<file path="src/logic/itpm_defs.svh">
// constants for the codepoint priority map: register indices, field layout, reset values
// assumes inclusion by the map module, the package and the bench
`ifndef ITPM_DEFS_SVH
`define ITPM_DEFS_SVH

// register indices as printed; byte address is four times the index
`define ITPM_IDX_CODES_00_03 8'h90
`define ITPM_IDX_CODES_04_07 8'h91
`define ITPM_IDX_CODES_08_0B 8'h92
`define ITPM_IDX_CODES_0C_0F 8'h93
`define ITPM_IDX_ADDR_PAD 22'h000000
`define ITPM_MAP_RST 8'h00
`define ITPM_NUM_REGS 4
`define ITPM_FIELD_W 2
`define ITPM_CODE_LO 2
`define ITPM_CODE_HI 7
`define ITPM_LOCAL_LIMIT 6'h10
`define ITPM_HTRANS_IDLE 2'h0
`define ITPM_HRESP_OKAY 1'h0

`endif

</file>
<file path="src/logic/itpm_pkg.sv">
// types shared by the codepoint priority map and its neighbours
// assumes the defs header is on the include path
`include "itpm_defs.svh"

package itpm_pkg;

   typedef logic [7:0] itpm_map_reg_t;
   typedef itpm_map_reg_t [`ITPM_NUM_REGS-1:0] itpm_table_t;

   // lookup request from ingress classification
   typedef struct packed {
      logic valid;
      logic [7:0] tos;
      logic [1:0] ext_prio;
   } itpm_req_t;

   // lookup answer, one cycle after the request
   typedef struct packed {
      logic valid;
      logic [1:0] prio;
   } itpm_ans_t;

endpackage

</file>
<file path="src/logic/itpm_map.sv">
// codepoint-to-priority map for codepoints 0x00-0x0F, with AHB-Lite register access
// assumes one 250 MHz clock, async active-low reset, a single AHB-Lite master,
// and that the neighbouring table slice for codepoints 0x10-0x3F drives ext_prio
// Operation
// - priority comes from a 16-entry table of 2-bit fields for codepoints 0x00-0x0F, from ext_prio above that
// - tos bits [7:2] form the codepoint that selects one 2-bit field
// - first map register: codepoints 0x00..0x03 use bits 1:0, 3:2, 5:4, 7:6
// - second map register: codepoints 0x04..0x07 use bits 1:0, 3:2, 5:4, 7:6
// - third map register: codepoints 0x08..0x0B use bits 1:0, 3:2, 5:4, 7:6
// - fourth map register: codepoints 0x0C..0x0F use bits 1:0, 3:2, 5:4, 7:6
//
// Local design decision: register access over AHB-Lite.
`timescale 1ns/1ps
`default_nettype none
`include "itpm_defs.svh"

module itpm_map
   import itpm_pkg::*;
(
   input wire logic clock,
   input wire logic reset_n,
   input wire logic hsel,
   input wire logic [31:0] haddr,
   input wire logic [1:0] htrans,
   input wire logic hwrite,
   input wire logic [2:0] hsize,
   input wire logic [31:0] hwdata,
   input wire logic hready,
   output logic [31:0] hrdata,
   output logic hreadyout,
   output logic hresp,
   input wire itpm_req_t lookup_req,
   output itpm_ans_t lookup_ans
);

   localparam logic [7:0] IDX [`ITPM_NUM_REGS] = '{`ITPM_IDX_CODES_00_03,
      `ITPM_IDX_CODES_04_07, `ITPM_IDX_CODES_08_0B, `ITPM_IDX_CODES_0C_0F};

   // bus state
   logic wr_pend, next_wr_pend;
   logic [`ITPM_NUM_REGS-1:0] wr_sel, next_wr_sel;
   logic [31:0] next_hrdata;
   itpm_table_t map_table, next_map_table;
   itpm_ans_t next_lookup_ans;
   logic addr_phase;
   logic [`ITPM_NUM_REGS-1:0] hit;

   assign addr_phase = hsel && htrans[1] && hready;

   // per-register address decode
   genvar g;
   generate
      for (g = 0; g < `ITPM_NUM_REGS; g++) begin : g_dec
         assign hit[g] = (haddr[31:2] == {`ITPM_IDX_ADDR_PAD, IDX[g]});
      end
   endgenerate

   always_comb begin
      next_map_table = map_table;
      for (int i = 0; i < `ITPM_NUM_REGS; i++) begin
         if (wr_pend && wr_sel[i]) begin
            next_map_table[i] = hwdata[7:0];
         end
      end
      next_wr_pend = wr_pend;
      next_wr_sel = wr_sel;
      next_hrdata = hrdata;
      if (hready) begin
         next_wr_pend = addr_phase && hwrite;
         next_wr_sel = hit;
         next_hrdata = 32'h0000_0000;
         // read sees a write finishing in the same cycle; unmapped reads zero
         if (addr_phase && !hwrite) begin
            for (int i = 0; i < `ITPM_NUM_REGS; i++) begin
               if (hit[i]) begin
                  next_hrdata = {24'h00_0000, next_map_table[i]};
               end
            end
         end
      end
   end

   always_ff @(posedge clock or negedge reset_n) begin
      if (!reset_n) begin
         wr_pend <= 1'b0;
         wr_sel <= '0;
         hrdata <= 32'h0000_0000;
         hreadyout <= 1'b1;
         hresp <= `ITPM_HRESP_OKAY;
         for (int i = 0; i < `ITPM_NUM_REGS; i++) begin
            map_table[i] <= `ITPM_MAP_RST;
         end
      end else begin
         wr_pend <= next_wr_pend;
         wr_sel <= next_wr_sel;
         hrdata <= next_hrdata;
         hreadyout <= 1'b1;
         hresp <= `ITPM_HRESP_OKAY;
         map_table <= next_map_table;
      end
   end

   // lookup: codepoint bits [3:2] pick the register, bits [1:0] the field within it
   logic [5:0] code;
   logic [1:0] local_prio;
   assign code = lookup_req.tos[`ITPM_CODE_HI:`ITPM_CODE_LO];

   always_comb begin
      // table read before this edge's write lands, so a same-edge write is not seen
      local_prio = map_table[code[3:2]][{code[1:0], 1'b0} +: `ITPM_FIELD_W];
      next_lookup_ans.valid = lookup_req.valid;
      next_lookup_ans.prio = lookup_ans.prio;
      if (lookup_req.valid) begin
         next_lookup_ans.prio = (code < `ITPM_LOCAL_LIMIT) ? local_prio
            : lookup_req.ext_prio;
      end
   end

   always_ff @(posedge clock or negedge reset_n) begin
      if (!reset_n) begin
         lookup_ans <= '0;
      end else begin
         lookup_ans <= next_lookup_ans;
      end
   end

   // per register: the data-phase byte lands, and a read returns the stored byte
   generate
      for (g = 0; g < `ITPM_NUM_REGS; g++) begin : g_reg_chk

      end
   endgenerate

   // every local codepoint reads its own field, one cycle after the request
   generate
      for (g = 0; g < `ITPM_LOCAL_LIMIT; g++) begin : g_code_chk

      end
   endgenerate
endmodule
`default_nettype wire

</file>
<file path="config.mk">
export PLATFORM = sky130hd
export DESIGN_NAME = itpm_map
export DESIGN_NICKNAME = d
export VERILOG_FILES = /design/src/logic/itpm_pkg.sv /design/src/logic/itpm_map.sv
export VERILOG_INCLUDE_DIRS = /design/src /design/src/logic
export SDC_FILE = /design/constraint.sdc
export NUM_CORES = 1
export LEC_CHECK = 0
export BUFFER_PORTS_ARGS = -buffer_cell sky130_fd_sc_hd__clkbuf_2
export CORE_MARGIN = 2
export CORE_UTILIZATION = 47
export DETAILED_ROUTE_END_ITERATION = 10
export PLACE_DENSITY = 0.8
export SLEW_MARGIN = 15
export SYNTH_ARGS = -nofsm -noshare
export SYNTH_HDL_FRONTEND = slang
export SYNTH_SLANG_ARGS = --single-unit
</file>
<file path="constraint.sdc">
create_clock -name clock -period 1.7 [get_ports clock]
set_input_delay 0.34 -clock clock [delete_from_list [all_inputs] [get_ports clock]]
set_output_delay 0.34 -clock clock [all_outputs]
set_load 0.05 [all_outputs]
</file>
==> key figures <==
Detailed routing
  • Initial drt markers: 107
  • ANT nets after route: 0
  • DRT Pass-1 Iters: 4
  • DR WL met3: 407 um
  • Drt total wl: 6.10 mm
  • Met1 Wirelength: 2.55 mm
  • Vias per Instance: 5.34
  • Post-DR wirelength/cell: 16.7 um
  • Top Metal Used: met4
  • Met2 wire length: 3.08 mm
  • DR vias: 1944
  • DRC violations left: 0

Floorplan
  • Row Count: 27
  • Die span in x: 79.9 um
  • DIE AREA: 6390 um2
  • Core Region: 5540 um2
  • Initial Util: 0.489
  • Chip Height: 79.9 um
  • Ports: 122

Critical path
  • Worst R2R End: hrdata[3]
  • Critical path class: flip-flop to flip-flop
  • Crit-path slowest cell: dfrtp_2
  • CP Launch Type: flip-flop
  • Reg2Reg Depth: 5
  • Critical Path Fanout Max: 9
  • Reg2Reg Launch Point: wr_pend
  • CP peak stage delay: 0.51 ns
  • CP Capture Type: flip-flop
  • R2R Setup Slk: 0.05 ns
  • Arrival time worst endpoint: 1.84 ns
  • Cells along the critical path: nand2_8, mux2_4, mux2_2, o221ai_1, o2bb2ai_1
  • CP required: 1.89 ns

CTS
  • Root buf cell: clkbuf_8
  • H-tree Lvls: 2
  • CTS clk-pin slew, worst paths: 0.09 ns
  • Cts bufs inserted: 5
  • Post-cts hold buffer count: 0
  • TritonCTS clock tree: built
  • Post-CTS Setup Bufs: 0
  • Clock latency on the worst-skew pair: 0.30 ns
  • CTS Sinks: 48
  • CTS max path bufs: 2

GRT
  • Largest net degree at the start of global routing: 49
  • Vias in the first global route: 2019
  • Gr ovfl total: 0
  • First-pass GRT wire length: 9.74 mm
  • Total track usage: 0.201
  • Initial antenna violation count: 0

Timing
  • Clock skew: 0.00837 ns
  • Final worst-path cycle share: 0.972
  • RSZ-0062 raised after global routing: yes
  • Tmin final: 1.65 ns
  • Fmax achieved: 0.605 GHz
  • Final Hold Fails: 0
  • Pins Over Slew Limit: 0
  • Hold slack: 0.0148 ns
  • Setup violators final: 0
  • Setup total negative slack: 0 ns

Yosys
  • YS warnings: 0
  • #FFs+latches synth: 48
  • Post-synth EDFFs: 0
  • Seq/Total Area, Yosys: 0.443
  • Synth Cell Area: 2710 um2
  • Top cells by area, synth: dfrtp_1 (44%), mux2_1 (7.9%), buf_4 (7.8%), mux2_4 (7.8%), mux4_2 (6.6%)
  • Prevailing post-synth register cell: dfrtp_1
  • Average size of a mapped cell: 12.8 um2
  • Synth top area share: 0.443
  • Count of cell types in the netlist: 36
  • Top cells by count, synth: dfrtp_1 (48), buf_4 (28), mux2_1 (19), mux2_4 (14)
  • Count leader, synth: dfrtp_1
  • Cells after synthesis: 211
  • Most area-hungry cell type in the Yosys netlist: dfrtp_1
  • Async SR Flop Fraction: 1.00

Hold path
  • Min-Delay Path Class: primary input to asynchronous set/reset pin

Cells and area
  • Fill count: 454
  • Area of the multi-input gates: 1440 um2
  • Ratio of cells with drive above 1 in the final layout: 0.510
  • Layout area overhead: 24.0%
  • Sequential Area: 1200 um2
  • Final #Nets: 376
  • Antenna fix cells: 0
  • Cell area after layout: 3360 um2

Placed design
  • Dpl hpwl: 4.57 mm
  • Routability cong.: 0.796
  • Port-buffer cells: 63
  • Post-DP Area: 3140 um2

Pwr
  • P_leak: 0.00158 uW
  • PD cells: 783 nW/um2
  • VDD IR max: 0.358 mV

Outcome
  • Outcome: finished, final reports clean

Job
  • Max cap viols: 0
## what timing repair did
item                                    4_1_cts  5_1_grt
resized for setup                             1       23
pin swaps                                     0        2
endpoints found under the setup margin        1        7
## through the flow
step	power, uW	instances	utilization	setup WS [ns]
5_1_grt	2730	364	0.607	-0.00366
4_1_cts	2620	364	0.589	0.00834
2_1_floorplan	1610	235	-	0.105
3_5_place_dp	1730	356	0.566	-0.135
6_report	2630	364	0.607	0.0482
3_3_place_gp	1720	356	0.566	-0.0317
## routing by layer
metal / global-route usage / vias to the layer above
li1: - / 902
met4: 0.0508 / 0
met3: 0.0294 / 5
met5: 0 / -
met1: 0.256 / 952
met2: 0.358 / 85
## critical path: cells and delay by family, from the launching register on
family | cells | cell delay (ns)
and+or+nand+nor | 1 | 0.16
AOI/OAI and AO/OA | 2 | 0.26
DFF | 1 | 0.51
muxes | 2 | 0.61
## cell usage in the layout (no fill, tap or decap), types with 5 or more instances in the layout
cell type,count
nor3b_2,5
o2bb2ai_1,8
mux2_1,14
nor2_1,8
mux2_4,15
inv_1,5
o221ai_2,5
dfrtp_1,47
clkbuf_8,7
conb_1,26
mux2_2,11
nand3_1,5
buf_4,14
mux4_2,8
clkbuf_2,63
nand2_1,5
## where the power goes
group / switching (uW) / internal (uW)
sequential: 35.8 / 1200
clock: 387 / 519
combinational: 317 / 175
## cell type report
cell class                 count  area share
inverter                       5     0.00558
timing repair buffer          81       0.144
clock buffer                   7      0.0287
multi-input combinational    150       0.429
tap                           72      0.0268
clock inverter                 1     0.00894
sequential                    48       0.358
## how the worst max path moves through the flow
stage | endpoint | slack (ns) | startpoint
2_1_floorplan | lookup_ans[1] | 0.10 | lookup_req[7]
3_3_place_gp | hrdata[4] | -0.03 | haddr[22]
3_5_place_dp | hrdata[1] | -0.14 | haddr[22]
4_1_cts | hrdata[1] | 0.008 | wr_pend
5_1_grt | hrdata[5] | -0.004 | wr_pend
6_report | hrdata[3] | 0.05 | wr_pend
## state kept, by name, indices dropped and copies added (netlist names)
signal      cells
wr_pend         1
map_table      32
wr_sel          4
lookup_ans      3
hrdata          8
## logic make-up (layout without fill, tap and decap cells)
kind of cell	Yosys count	in the layout	synth area share
other	2	26	0.00277
buffers and inverters	37	94	0.0910
AOI/OAI and AO/OA	29	29	0.0813
and+or+nand+nor	45	45	0.122
DFF	48	48	0.443
muxes	50	50	0.259
Power figures use the tool's default switching activity.
